--- src/include/clock_source_params.svh ---
`ifndef CLOCK_SOURCE_PARAMS_SVH
`define CLOCK_SOURCE_PARAMS_SVH

// register offsets
`define ADDR_ENABLE1        12'h204
`define ADDR_ENABLE1_CLEAR  12'h244
`define ADDR_MAIN_PRESEL    12'h280
`define ADDR_MAIN_FINALSEL  12'h284
`define ADDR_OUT_SEL        12'h288
`define ADDR_PLL_IN_SEL     12'h290
`define ADDR_CONV_SEL       12'h2a4
`define ADDR_SWITCH_STATUS  12'h2f0

// implemented enable bits
`define ENABLE1_IMPL_MASK   32'h0e07fc05

// reset values
`define RST_ENABLE1         32'h00000000
`define RST_MAIN_PRESEL     2'h0
`define RST_MAIN_FINALSEL   2'h0
`define RST_SEL3            3'h7

// selector codes
`define SEL3_NONE           3'h7
`define FINAL_FROM_PRE      2'h0
`define FINAL_RESERVED      2'h1
`define FINAL_PLL           2'h2
`define FINAL_RTC           2'h3

// status field positions
`define STAT_MAIN_LSB       0
`define STAT_BUSY_BIT       4
`define STAT_OUT_LSB        8
`define STAT_PLL_LSB        12
`define STAT_CONV_LSB       16

`endif

--- src/include/clock_source_pkg.sv ---
package clock_source_pkg;

  // register bus request
  typedef struct packed {
    logic [11:0] addr;
    logic [31:0] wdata;
    logic        wr;
    logic        rd;
  } bus_req_t;

  // raw source clock levels
  typedef struct packed {
    logic internal_osc_12mhz;
    logic clock_input_ext;
    logic watchdog_osc;
    logic internal_osc_high_freq;
    logic pll_output;
    logic rtc_osc_32khz;
  } clock_sources_t;

  // clocks derived from the main clock
  typedef struct packed {
    logic core;
    logic memory;
    logic bus;
  } derived_clocks_t;

  // main clock switch sequencer
  typedef enum logic [1:0] {
    ST_RUN,
    ST_OLD_LOW,
    ST_NEW_LOW
  } main_switch_t;

endpackage

--- src/logic/clock_source_selection.sv ---
`timescale 1ns/1ps
`include "clock_source_params.svh"

module clock_source_selection #(
  parameter logic [31:0] IMPL_MASK = `ENABLE1_IMPL_MASK
) (
  // clock and reset
  input  wire logic                             clk,
  input  wire logic                             sys_rst,
  // register port
  input  wire clock_source_pkg::bus_req_t       bus_req,
  output logic [31:0]                           rd_data,
  // source clock levels
  input  wire clock_source_pkg::clock_sources_t src,
  // selected clocks and state
  output logic [31:0]                           periph_clock_enable1,
  output logic                                  main_clock,
  output clock_source_pkg::derived_clocks_t     derived,
  output logic                                  clock_output_pin,
  output logic                                  pll_input_clock,
  output logic                                  converter_clock,
  output logic                                  main_switch_busy
);

  // source level of the first main stage
  function automatic logic pre_level(input logic [1:0] code,
                                     input clock_source_pkg::clock_sources_t s);
    unique case (code)
      2'h0: pre_level = s.internal_osc_12mhz;
      2'h1: pre_level = s.clock_input_ext;
      2'h2: pre_level = s.watchdog_osc;
      2'h3: pre_level = s.internal_osc_high_freq;
    endcase
  endfunction

  // source level of the whole main path, code is {final, pre}
  function automatic logic main_level(input logic [3:0] code,
                                      input clock_source_pkg::clock_sources_t s);
    unique case (code[3:2])
      `FINAL_FROM_PRE: main_level = pre_level(code[1:0], s);
      `FINAL_RESERVED: main_level = 1'b0;
      `FINAL_PLL:      main_level = s.pll_output;
      `FINAL_RTC:      main_level = s.rtc_osc_32khz;
    endcase
  endfunction

  // gated selector step: move only while output and new source are low
  function automatic logic [2:0] sel_step(input logic [2:0] req,
                                          input logic [2:0] act,
                                          input logic       out_lvl,
                                          input logic       new_lvl);
    sel_step = (req != act && !out_lvl && !new_lvl) ? req : act;
  endfunction

  // software registers
  logic [31:0] enable_r;
  logic [31:0] enable_nxt;
  logic [1:0]  pre_r;
  logic [1:0]  fin_r;
  logic [2:0]  out_sel_r;
  logic [2:0]  pll_sel_r;
  logic [2:0]  conv_sel_r;
  logic [31:0] rd_data_r;
  logic [31:0] rd_data_nxt;

  // active selections and clock outputs
  logic [3:0]                       main_act_r;
  logic [3:0]                       main_act_nxt;
  clock_source_pkg::main_switch_t   st_r;
  clock_source_pkg::main_switch_t   st_nxt;
  logic                             main_clk_r;
  logic                             main_clk_nxt;
  logic [2:0]                       out_act_r;
  logic [2:0]                       out_act_nxt;
  logic [2:0]                       pll_act_r;
  logic [2:0]                       pll_act_nxt;
  logic [2:0]                       conv_act_r;
  logic [2:0]                       conv_act_nxt;
  logic                             out_clk_r;
  logic                             pll_clk_r;
  logic                             conv_clk_r;

  // address decode
  wire wr_en1    = bus_req.wr && bus_req.addr == `ADDR_ENABLE1;
  wire wr_clr1   = bus_req.wr && bus_req.addr == `ADDR_ENABLE1_CLEAR;
  wire wr_pre    = bus_req.wr && bus_req.addr == `ADDR_MAIN_PRESEL;
  wire wr_fin    = bus_req.wr && bus_req.addr == `ADDR_MAIN_FINALSEL;
  wire wr_outsel = bus_req.wr && bus_req.addr == `ADDR_OUT_SEL;
  wire wr_pllsel = bus_req.wr && bus_req.addr == `ADDR_PLL_IN_SEL;
  wire wr_conv   = bus_req.wr && bus_req.addr == `ADDR_CONV_SEL;

  // enable register: direct write, or clear through the alias
  assign enable_nxt = wr_en1  ? (bus_req.wdata & IMPL_MASK) :
                      wr_clr1 ? (enable_r & ~bus_req.wdata) :
                      enable_r;

  // status word for the switch state
  wire [31:0] status_word = (32'(main_act_r) << `STAT_MAIN_LSB)
                          | (32'(main_switch_busy) << `STAT_BUSY_BIT)
                          | (32'(out_act_r) << `STAT_OUT_LSB)
                          | (32'(pll_act_r) << `STAT_PLL_LSB)
                          | (32'(conv_act_r) << `STAT_CONV_LSB);

  // read mux, clear alias and unmapped addresses read zero
  always_comb begin
    rd_data_nxt = 32'h00000000;
    if (bus_req.rd) begin
      unique case (bus_req.addr)
        `ADDR_ENABLE1:       rd_data_nxt = enable_r;
        `ADDR_MAIN_PRESEL:   rd_data_nxt = 32'(pre_r);
        `ADDR_MAIN_FINALSEL: rd_data_nxt = 32'(fin_r);
        `ADDR_OUT_SEL:       rd_data_nxt = 32'(out_sel_r);
        `ADDR_PLL_IN_SEL:    rd_data_nxt = 32'(pll_sel_r);
        `ADDR_CONV_SEL:      rd_data_nxt = 32'(conv_sel_r);
        `ADDR_SWITCH_STATUS: rd_data_nxt = status_word;
        default:             rd_data_nxt = 32'h00000000;
      endcase
    end
  end

  // register file
  always_ff @(posedge clk) begin
    if (sys_rst) begin
      enable_r   <= `RST_ENABLE1;
      pre_r      <= `RST_MAIN_PRESEL;
      fin_r      <= `RST_MAIN_FINALSEL;
      out_sel_r  <= `RST_SEL3;
      pll_sel_r  <= `RST_SEL3;
      conv_sel_r <= `RST_SEL3;
      rd_data_r  <= 32'h00000000;
    end else begin
      enable_r   <= enable_nxt;
      pre_r      <= wr_pre    ? bus_req.wdata[1:0] : pre_r;
      fin_r      <= wr_fin    ? bus_req.wdata[1:0] : fin_r;
      out_sel_r  <= wr_outsel ? bus_req.wdata[2:0] : out_sel_r;
      pll_sel_r  <= wr_pllsel ? bus_req.wdata[2:0] : pll_sel_r;
      conv_sel_r <= wr_conv   ? bus_req.wdata[2:0] : conv_sel_r;
      rd_data_r  <= rd_data_nxt;
    end
  end

  // main clock switch: old source must pass low, then new source
  wire [3:0] main_req = {fin_r, pre_r};
  wire       old_lvl  = main_level(main_act_r, src);
  wire       new_lvl  = main_level(main_req, src);

  always_comb begin
    st_nxt       = st_r;
    main_act_nxt = main_act_r;
    unique case (st_r)
      clock_source_pkg::ST_RUN:
        if (main_req != main_act_r) st_nxt = clock_source_pkg::ST_OLD_LOW;
      clock_source_pkg::ST_OLD_LOW:
        if (!old_lvl) st_nxt = clock_source_pkg::ST_NEW_LOW;
      clock_source_pkg::ST_NEW_LOW:
        if (!new_lvl) begin
          st_nxt       = clock_source_pkg::ST_RUN;
          main_act_nxt = main_req;
        end
      default: st_nxt = clock_source_pkg::ST_RUN;  // unused state code
    endcase
  end

  // main output follows the active source, held low in the gap
  assign main_clk_nxt = (st_nxt == clock_source_pkg::ST_NEW_LOW) ? 1'b0 :
                        main_level(main_act_nxt, src);

  always_ff @(posedge clk) begin
    if (sys_rst) begin
      st_r       <= clock_source_pkg::ST_RUN;
      main_act_r <= {`RST_MAIN_FINALSEL, `RST_MAIN_PRESEL};
      main_clk_r <= 1'b0;
    end else begin
      st_r       <= st_nxt;
      main_act_r <= main_act_nxt;
      main_clk_r <= main_clk_nxt;
    end
  end

  // levels of each 3-bit selector's candidate sources
  function automatic logic out_level(input logic [2:0] code, input logic m,
                                     input clock_source_pkg::clock_sources_t s);
    unique case (code)
      3'h0: out_level = m;
      3'h1: out_level = s.clock_input_ext;
      3'h2: out_level = s.watchdog_osc;
      3'h3: out_level = s.internal_osc_high_freq;
      3'h4: out_level = s.pll_output;
      3'h5: out_level = s.internal_osc_12mhz;
      3'h6: out_level = s.rtc_osc_32khz;
      3'h7: out_level = 1'b0;
    endcase
  endfunction

  function automatic logic pll_level(input logic [2:0] code,
                                     input clock_source_pkg::clock_sources_t s);
    unique case (code)
      3'h0:    pll_level = s.internal_osc_12mhz;
      3'h1:    pll_level = s.clock_input_ext;
      3'h3:    pll_level = s.rtc_osc_32khz;
      default: pll_level = 1'b0;
    endcase
  endfunction

  function automatic logic conv_level(input logic [2:0] code, input logic m,
                                      input clock_source_pkg::clock_sources_t s);
    unique case (code)
      3'h0:    conv_level = m;
      3'h1:    conv_level = s.pll_output;
      3'h2:    conv_level = s.internal_osc_high_freq;
      default: conv_level = 1'b0;
    endcase
  endfunction

  // 3-bit selectors change only across a low phase
  assign out_act_nxt  = sel_step(out_sel_r, out_act_r, out_clk_r,
                                 out_level(out_sel_r, main_clk_r, src));
  assign pll_act_nxt  = sel_step(pll_sel_r, pll_act_r, pll_clk_r,
                                 pll_level(pll_sel_r, src));
  assign conv_act_nxt = sel_step(conv_sel_r, conv_act_r, conv_clk_r,
                                 conv_level(conv_sel_r, main_clk_r, src));

  always_ff @(posedge clk) begin
    if (sys_rst) begin
      out_act_r  <= `RST_SEL3;
      pll_act_r  <= `RST_SEL3;
      conv_act_r <= `RST_SEL3;
      out_clk_r  <= 1'b0;
      pll_clk_r  <= 1'b0;
      conv_clk_r <= 1'b0;
    end else begin
      out_act_r  <= out_act_nxt;
      pll_act_r  <= pll_act_nxt;
      conv_act_r <= conv_act_nxt;
      out_clk_r  <= out_level(out_act_nxt, main_clk_r, src);
      pll_clk_r  <= pll_level(pll_act_nxt, src);
      conv_clk_r <= conv_level(conv_act_nxt, main_clk_r, src);
    end
  end

  // outputs
  assign rd_data              = rd_data_r;
  assign periph_clock_enable1 = enable_r;
  assign main_clock           = main_clk_r;
  assign derived              = {main_clk_r, main_clk_r, main_clk_r};
  assign clock_output_pin     = out_clk_r;
  assign pll_input_clock      = pll_clk_r;
  assign converter_clock      = conv_clk_r;
  assign main_switch_busy     = (st_r != clock_source_pkg::ST_RUN);

  // checks
  clear_bits_a: assert property (@(posedge clk) disable iff (sys_rst)
    wr_clr1 |=> enable_r == ($past(enable_r) & ~$past(bus_req.wdata)))
    else $error("clear alias did not clear enable bits");

  clear_read_a: assert property (@(posedge clk) disable iff (sys_rst)
    (bus_req.rd && bus_req.addr == `ADDR_ENABLE1_CLEAR) |=> rd_data == 32'h00000000)
    else $error("clear alias read not zero");

  main_reset_a: assert property (@(posedge clk) disable iff (sys_rst)
    $past(sys_rst) |-> (pre_r == 2'h0 && fin_r == 2'h0 && main_act_r == 4'h0))
    else $error("main selectors not reset to zero");

  main_pll_a: assert property (@(posedge clk) disable iff (sys_rst)
    (st_r == clock_source_pkg::ST_RUN && main_act_r[3:2] == `FINAL_PLL
     && main_req == main_act_r) |=> main_clock == $past(src.pll_output))
    else $error("main clock not following pll");

  main_derive_a: assert property (@(posedge clk) disable iff (sys_rst)
    derived.core == main_clock && derived.memory == main_clock
    && derived.bus == main_clock)
    else $error("derived clocks differ from main clock");

  main_switch_a: assert property (@(posedge clk) disable iff (sys_rst)
    $changed(main_act_r) |-> ($past(st_r) == clock_source_pkg::ST_NEW_LOW
    && !main_clock && main_act_r == $past(main_req)))
    else $error("main switch without low phases");

  sel3_reset_a: assert property (@(posedge clk) disable iff (sys_rst)
    $past(sys_rst) |-> (out_sel_r == 3'h7 && pll_sel_r == 3'h7 && conv_sel_r == 3'h7))
    else $error("3-bit selectors not reset to seven");

  clock_output_pin_main_a: assert property (@(posedge clk) disable iff (sys_rst)
    (out_act_r == 3'h0 && out_sel_r == 3'h0) |=> clock_output_pin == $past(main_clock))
    else $error("clock output not following main clock");

  pll_none_a: assert property (@(posedge clk) disable iff (sys_rst)
    (pll_act_r == `SEL3_NONE) |-> !pll_input_clock)
    else $error("pll input toggles with no source");

  conv_pll_a: assert property (@(posedge clk) disable iff (sys_rst)
    (conv_act_r == 3'h1 && conv_sel_r == 3'h1) |=> converter_clock == $past(src.pll_output))
    else $error("converter clock not following pll");

  none_quiet_a: assert property (@(posedge clk) disable iff (sys_rst)
    (out_act_r == `SEL3_NONE) [*3] |-> !clock_output_pin && !$past(clock_output_pin))
    else $error("clock output active with no source");

  switch_low_a: assert property (@(posedge clk) disable iff (sys_rst)
    $changed(out_act_r) |-> !clock_output_pin && !$past(clock_output_pin))
    else $error("clock output switched mid pulse");

endmodule // clock_source_selection

--- config.mk ---
export PLATFORM = sky130hd
export DESIGN_NAME = clock_source_selection
export DESIGN_NICKNAME = d
export VERILOG_FILES = /design/src/include/clock_source_pkg.sv /design/src/logic/clock_source_selection.sv
export VERILOG_INCLUDE_DIRS = /design/src /design/src/include
export SDC_FILE = /design/constraint.sdc
export NUM_CORES = 1
export LEC_CHECK = 0
export ABC_AREA = 1
export BUFFER_PORTS_ARGS = -buffer_cell sky130_fd_sc_hd__buf_2
export CAP_MARGIN = 20
export CORE_MARGIN = 3
export CORE_UTILIZATION = 52
export CTS_CLUSTER_SIZE = 10
export DETAILED_ROUTE_END_ITERATION = 6
export GPL_ROUTABILITY_DRIVEN = 0
export HOLD_SLACK_MARGIN = 0.1
export PLACE_DENSITY = 0.8
export SLEW_MARGIN = 25
export SYNTH_ARGS = -nofsm -noshare
export SYNTH_HDL_FRONTEND = slang
export SYNTH_SLANG_ARGS = --single-unit
--- constraint.sdc ---
create_clock -name clk -period 1.8 [get_ports clk]
set_input_delay 0.36 -clock clk [delete_from_list [all_inputs] [get_ports clk]]
set_output_delay 0.36 -clock clk [all_outputs]
set_load 0.1 [all_outputs]
Word level (Yosys, flattened, before mapping)
Index checks and enable logic that the tools add are counted.
{ "classes": {"n_eq_ne": 55, "muxes": 24, "n_bitwise": 7, "n_reduce_logical": 37} }
{ "op_table": {"columns": ["operator", "count"], "rows": [
  ["32-bit case mux with 7 select lines", 1],
  ["12-bit by 10-bit == test with 1-bit output, second input constant", 8],
  ["28-bit 2-to-1 mux", 2],
  ["32-bit AND", 1],
  ["32-bit inverter", 1],
  ["2-bit == test, second input constant", 14],
  ["3-bit by 2-bit == test with 1-bit output, second input constant", 8],
  ["3-bit == test, second input constant", 8],
  ["1-bit case mux with 4 select lines", 6],
  ["15-bit by 19-bit bitwise OR with 19-bit output", 1],
  ["3-bit by 1-bit == test with 1-bit output, second input constant", 6],
  ["3-bit logical NOT", 6],
  ["1-bit case mux with 8 select lines", 2],
  ["11-bit by 15-bit bitwise OR with 15-bit output", 1],
  ["2-bit by 1-bit == test with 1-bit output, second input constant", 7],
  ["2-bit logical NOT", 7],
  ["1-bit logical AND", 13],
  ["1-bit case mux with 3 select lines", 4],
  ["5-bit by 11-bit bitwise OR with 11-bit output", 1],
  ["3-bit 2-to-1 mux", 3],
  ["3-bit != test", 3],
  ["4-bit 2-to-1 mux", 2],
  ["1-bit logical NOT", 6],
  ["2-bit 2-to-1 mux", 3],
  ["other kinds (6)", 9]
]} }
{ "totals": {"register_bits": 96, "word_cells": 140} }

Depth between registers and ports, before layout
{ "logic_depth": {"word_depth": 8, "mapped_depth": 14, "ltp_nobuf": 14} }

Worst setup path before layout
Ideal clock, no wire load.
{ "synth_timing": {"path_type": "register -> register", "startpoint": "register main_clk_r, in the netlist main_clock", "endpoint": "register out_clk_r, in the netlist clock_output_pin", "arrival_ns": 2.007, "t_required_ns": 1.688, "slack_ns": -0.319, "stages_incl_launch_ff": 12, "path_buffers": 0, "synth_period_minus_slack_ns": 2.119, "cell_sequence": "dfxtp_1 -> inv_1 -> o21ai_0 -> nand3_1 -> nand3_2 -> nand2_1 -> nand2_2 -> nand2_1 -> nand3_1 -> nand2_1 -> nand2_1 -> nand2_1"} }
{ "synth_via": {"elab_chain_cells": 6} }
{ "synth_lines": {"columns": ["element", "line_no", "text"], "rows": [
  ["start: declaration", "clock_source_selection.sv:71", "logic main_clk_r;"],
  ["start signal: assignment", "clock_source_selection.sv:176", "main_clk_r <= main_clk_nxt;"],
  ["1-bit case mux with 8 select lines", "clock_source_selection.sv:183", "unique case (code)"],
  ["1-bit logical NOT", "clock_source_selection.sv:52", "sel_step = (req != act && !out_lvl && !new_lvl) ? req : act;"],
  ["1-bit logical AND", "clock_source_selection.sv:52", null],
  ["3-bit 2-to-1 mux", "clock_source_selection.sv:52", null],
  ["3-bit == test, or another cell as far along", "clock_source_selection.sv:183", null],
  ["1-bit case mux with 8 select lines *", "clock_source_selection.sv:183", null],
  ["end signal: assignment", "clock_source_selection.sv:235", "out_clk_r <= out_level(out_act_nxt, main_clk_r, src);"],
  ["end: declaration", "clock_source_selection.sv:79", "logic out_clk_r;"]
]} }
Mark *: on every way between the ends. The rest lies on a longest branch, timed or not.
A chain may end at the register's enable or synchronous reset.

Final worst setup path
{ "layout_timing": {"startpoint": "register st_r[1]", "endpoint": "output main_switch_busy"} }
{ "layout_via": {"elab_chain_cells": 1} }
{ "layout_lines": {"columns": ["element", "line_no", "text"], "rows": [
  ["start: declaration", "clock_source_selection.sv:69", "clock_source_pkg::main_switch_t st_r;"],
  ["start signal: assignment", "clock_source_selection.sv:170", "st_r <= clock_source_pkg::ST_RUN;"],
  ["start signal: assignment", "clock_source_selection.sv:174", "st_r <= st_nxt;"],
  ["2-bit nonzero test", "clock_source_selection.sv:249", "assign main_switch_busy = (st_r != clock_source_pkg::ST_RUN);"],
  ["end: declaration", "clock_source_selection.sv:22", "output logic main_switch_busy"]
]} }
Every way passes these cells.

==> impl_metrics.json <==
{
  "syn_nets": 666,
  "worstSkewPairLatency_ns": 0.37,
  "end_kind": "output pin",
  "cts_setup_buffers": 0,
  "synth_common_cells": "nand2_1 (118), dfxtp_1 (96), inv_1 (72), nor2_1 (72), nand3_1 (43)",
  "period_share": 0.944,
  "maxCapViolations": 0,
  "dr.pass1.iters": 5,
  "worstHoldStart": "bus_req[17]",
  "grt_max_degree": 26,
  "maxSlewHeadroom": 0.641,
  "clock_sinks": 96,
  "post-route-drc-count": 0,
  "regToRegEndpoint": "main_clock",
  "antenna_cells": 0,
  "syn2layout_area_growth_pct": 22.9,
  "vias_per_cell": 5.47,
  "grt_pass1_vias": 4412,
  "cts_buffers": 9,
  "synth_area_leaders": "dfxtp_1 (43%), nand2_1 (9.9%), inv_1 (6.0%), nor2_1 (6.0%), nand3_1 (4.8%)",
  "drive_gt1_frac": 0.289,
  "switching_share": 0.286,
  "crit_fanout": 3,
  "endpoint": "main_switch_busy",
  "timing.setup.critical_path_class": "register to output pin",
  "grt_usage": 0.263,
  "dr.first_iter.drc_count": 357,
  "fin_cells": 855,
  "cts_resized": 0,
  "cp.arrival_ns": 1.34,
  "fin_nets": 799,
  "cts_tree": "built",
  "synth_top_area_frac": 0.428,
  "layout_setup_ws_ns": 0.100,
  "p_leak_nw": 2.76,
  "ys.flop_type": "dfxtp_1",
  "startpoint_type": "register",
  "dpl.cell_count": 839,
  "skew_ns": 0.0141,
  "synth-edff-count": 0,
  "finalSetupViolCount": 0,
  "worst_r2r_path_depth": 9,
  "grt_pass1_wl_um": 20800,
  "power.density_mw_per_mm2": 707,
  "synth.avg_cell_area_um2": 7.34,
  "fin_area_mm2": 0.00553,
  "synth_cells": 612,
  "initial_core_util": 0.542,
  "final-max-slew-violation-count": 0,
  "dp_hpwl_um": 9920,
  "whs_ns": 0.270,
  "root_buffer": "clkbuf_8",
  "whs_path_depth": 3,
  "seq_power_share": 0.550,
  "regToRegSetupSlack_ns": 0.10,
  "finalHoldViolCount": 0,
  "ant_nets": 0,
  "yosysTopAreaCell": "dfxtp_1",
  "async_flop_share": 0,
  "synth_cell_types": 42,
  "overflow": 0,
  "cts_max_path_buffers": 2,
  "peakVddDrop_mv": 0.555,
  "die_x_um": 99.0,
  "max_freq_ghz": 0.588,
  "num_io_pins": 126,
  "h-tree-depth": 3,
  "outcome": "finished clean",
  "antenna_found_initial": 0,
  "holdBufCountCts": 0,
  "dieHeight_um": 99.0,
  "die_area_mm2": 0.00979,
  "routed_wirelength_um": 12900,
  "core-area_mm2": 0.00830,
  "dp_slack_ns": 0.0119,
  "ys_ff_latch": 96,
  "place_area_mm2": 0.00533,
  "clk_pin_slew_ns": 0.11,
  "synth_most_common_cell": "nand2_1",
  "portBuffers": 125,
  "yosysWarnings": 0,
  "crit_start": "st_r[1]",
  "rows": 33,
  "r2r-start": "fin_r[1]",
  "power_frac_comb": 0.102,
  "worstMarginPinSlew_ns": 0.539,
  "clkPwrFrac": 0.348,
  "synth_area_mm2": 0.00449,
  "worstPathRequired_ns": 1.44,
  "hp-class": "input port to register",
  "num_vias": 4673,
  "synth_seq_area_share": 0.428,
  "period_minus_slack_ns": 1.70,
  "p_sw_w": 0.00112,
  "fill_cells": 733,
  "p_int_w": 0.00279,
  "detail_route.wl_per_cell_um": 15.1
}
[state kept, by name (all words and copies together) (netlist names)]
| signal | count |
|---|---|
| pll_input_clock | 1 |
| st_r | 2 |
| fin_r | 2 |
| out_sel_r | 3 |
| main_clock | 1 |
| periph_clock_enable1 | 32 |
| out_act_r | 3 |
| pll_act_r | 3 |
| converter_clock | 1 |
| pll_sel_r | 3 |
| main_act_r | 4 |
| pre_r | 2 |
| clock_output_pin | 1 |
| rd_data | 32 |
| conv_sel_r | 3 |
| conv_act_r | 3 |
[per-stage QoR]
| stage | total power (W) | util | TNS [ns] |
|---|---|---|---|
| 2_1_floorplan | 0.00244 | - | 0 |
| 3_3_place_gp | 0.00258 | 0.642 | 0 |
| 3_5_place_dp | 0.00259 | 0.642 | 0 |
| 4_1_cts | 0.00393 | 0.664 | 0 |
| 5_1_grt | 0.00404 | 0.666 | -0.00856 |
| 6_report | 0.00390 | 0.666 | 0 |
[routing by layer]
| layer | vias to the layer above | wire [um] | track usage |
|---|---|---|---|
| met5 | - | 0 | 0 |
| met4 | 0 | 374 | 0.101 |
| met3 | 40 | 1080 | 0.0552 |
| met2 | 248 | 6190 | 0.432 |
| met1 | 2117 | 5250 | 0.338 |
| li1 | 2268 | - | - |
[area by class of cell]
class	count	area (um2)	area share
timing repair buffer	145	826	0.149
clock buffer	9	124	0.0224
clock inverter	7	58.8	0.0106
multi-input combinational	411	2150	0.389
tap	105	131	0.0238
sequential	96	1930	0.349
inverter	82	308	0.0557
[cell usage in the layout, fill, tap and decap left out, types with 2 or more instances in the layout]
| cell type | synthesis | layout |
|---|---|---|
| a21oi_2 | 9 | 9 |
| a21oi_1 | 33 | 33 |
| dfxtp_2 | 0 | 4 |
| nand4_1 | 20 | 20 |
| nor2_2 | 2 | 2 |
| o22ai_1 | 7 | 7 |
| nand3_4 | 1 | 2 |
| o21ai_0 | 14 | 14 |
| nor3_1 | 13 | 13 |
| dfxtp_1 | 96 | 92 |
| nand2_2 | 8 | 8 |
| nor2_1 | 72 | 72 |
| xnor2_1 | 6 | 6 |
| buf_4 | 5 | 16 |
| o211ai_1 | 10 | 10 |
| a211oi_2 | 2 | 2 |
| nand3_1 | 43 | 43 |
| o21ai_2 | 1 | 2 |
| inv_2 | 10 | 10 |
| nor2_4 | 7 | 7 |
| xor2_1 | 4 | 4 |
| clkbuf_8 | 0 | 9 |
| a211oi_1 | 2 | 2 |
| o21a_1 | 2 | 2 |
| inv_6 | 0 | 4 |
| inv_1 | 72 | 72 |
| nand3_2 | 3 | 2 |
| buf_2 | 4 | 125 |
| nor3_2 | 2 | 2 |
| nand2_1 | 118 | 118 |
| o211ai_2 | 3 | 3 |
| o21ai_1 | 19 | 18 |
| buf_12 | 0 | 4 |
[cell families (layout without fill, tap and decap cells)]
family | after synthesis | in the layout | share of synthesized area
buffers and inverters | 105 | 243 | 0.0963
DFF | 96 | 96 | 0.428
AOI/OAI and AO/OA | 106 | 106 | 0.147
and+or+nand+nor | 295 | 295 | 0.310
xor gates and xnor gates | 10 | 10 | 0.0195
[worst min path at each step]
stage	to	slack, ns
after floorplan	rd_data[8]	0.46
after global placement	rd_data[22]	0.44
after detailed placement	rd_data[24]	0.44
after CTS	periph_clock_enable1[12]	0.26
after global routing	periph_clock_enable1[12]	0.28
final	periph_clock_enable1[15]	0.27
[power by group through the flow]
stage	Clock (W)	Sequential (W)	Combinational [W]
after detailed placement	0	0.00220	0.000390
after floorplan	0	0.00222	0.000219
after CTS	0.00139	0.00215	0.000391
after global placement	0	0.00220	0.000382
after global routing	0.00146	0.00215	0.000433
final	0.00136	0.00215	0.000399
[worst max-delay path: stages, from the launching register on]
cell	delay (ns)
dfxtp_1	0.36
nor2_1	0.06
inv_1	0.12
buf_2	0.44
(Power assumes the default switching activity.)
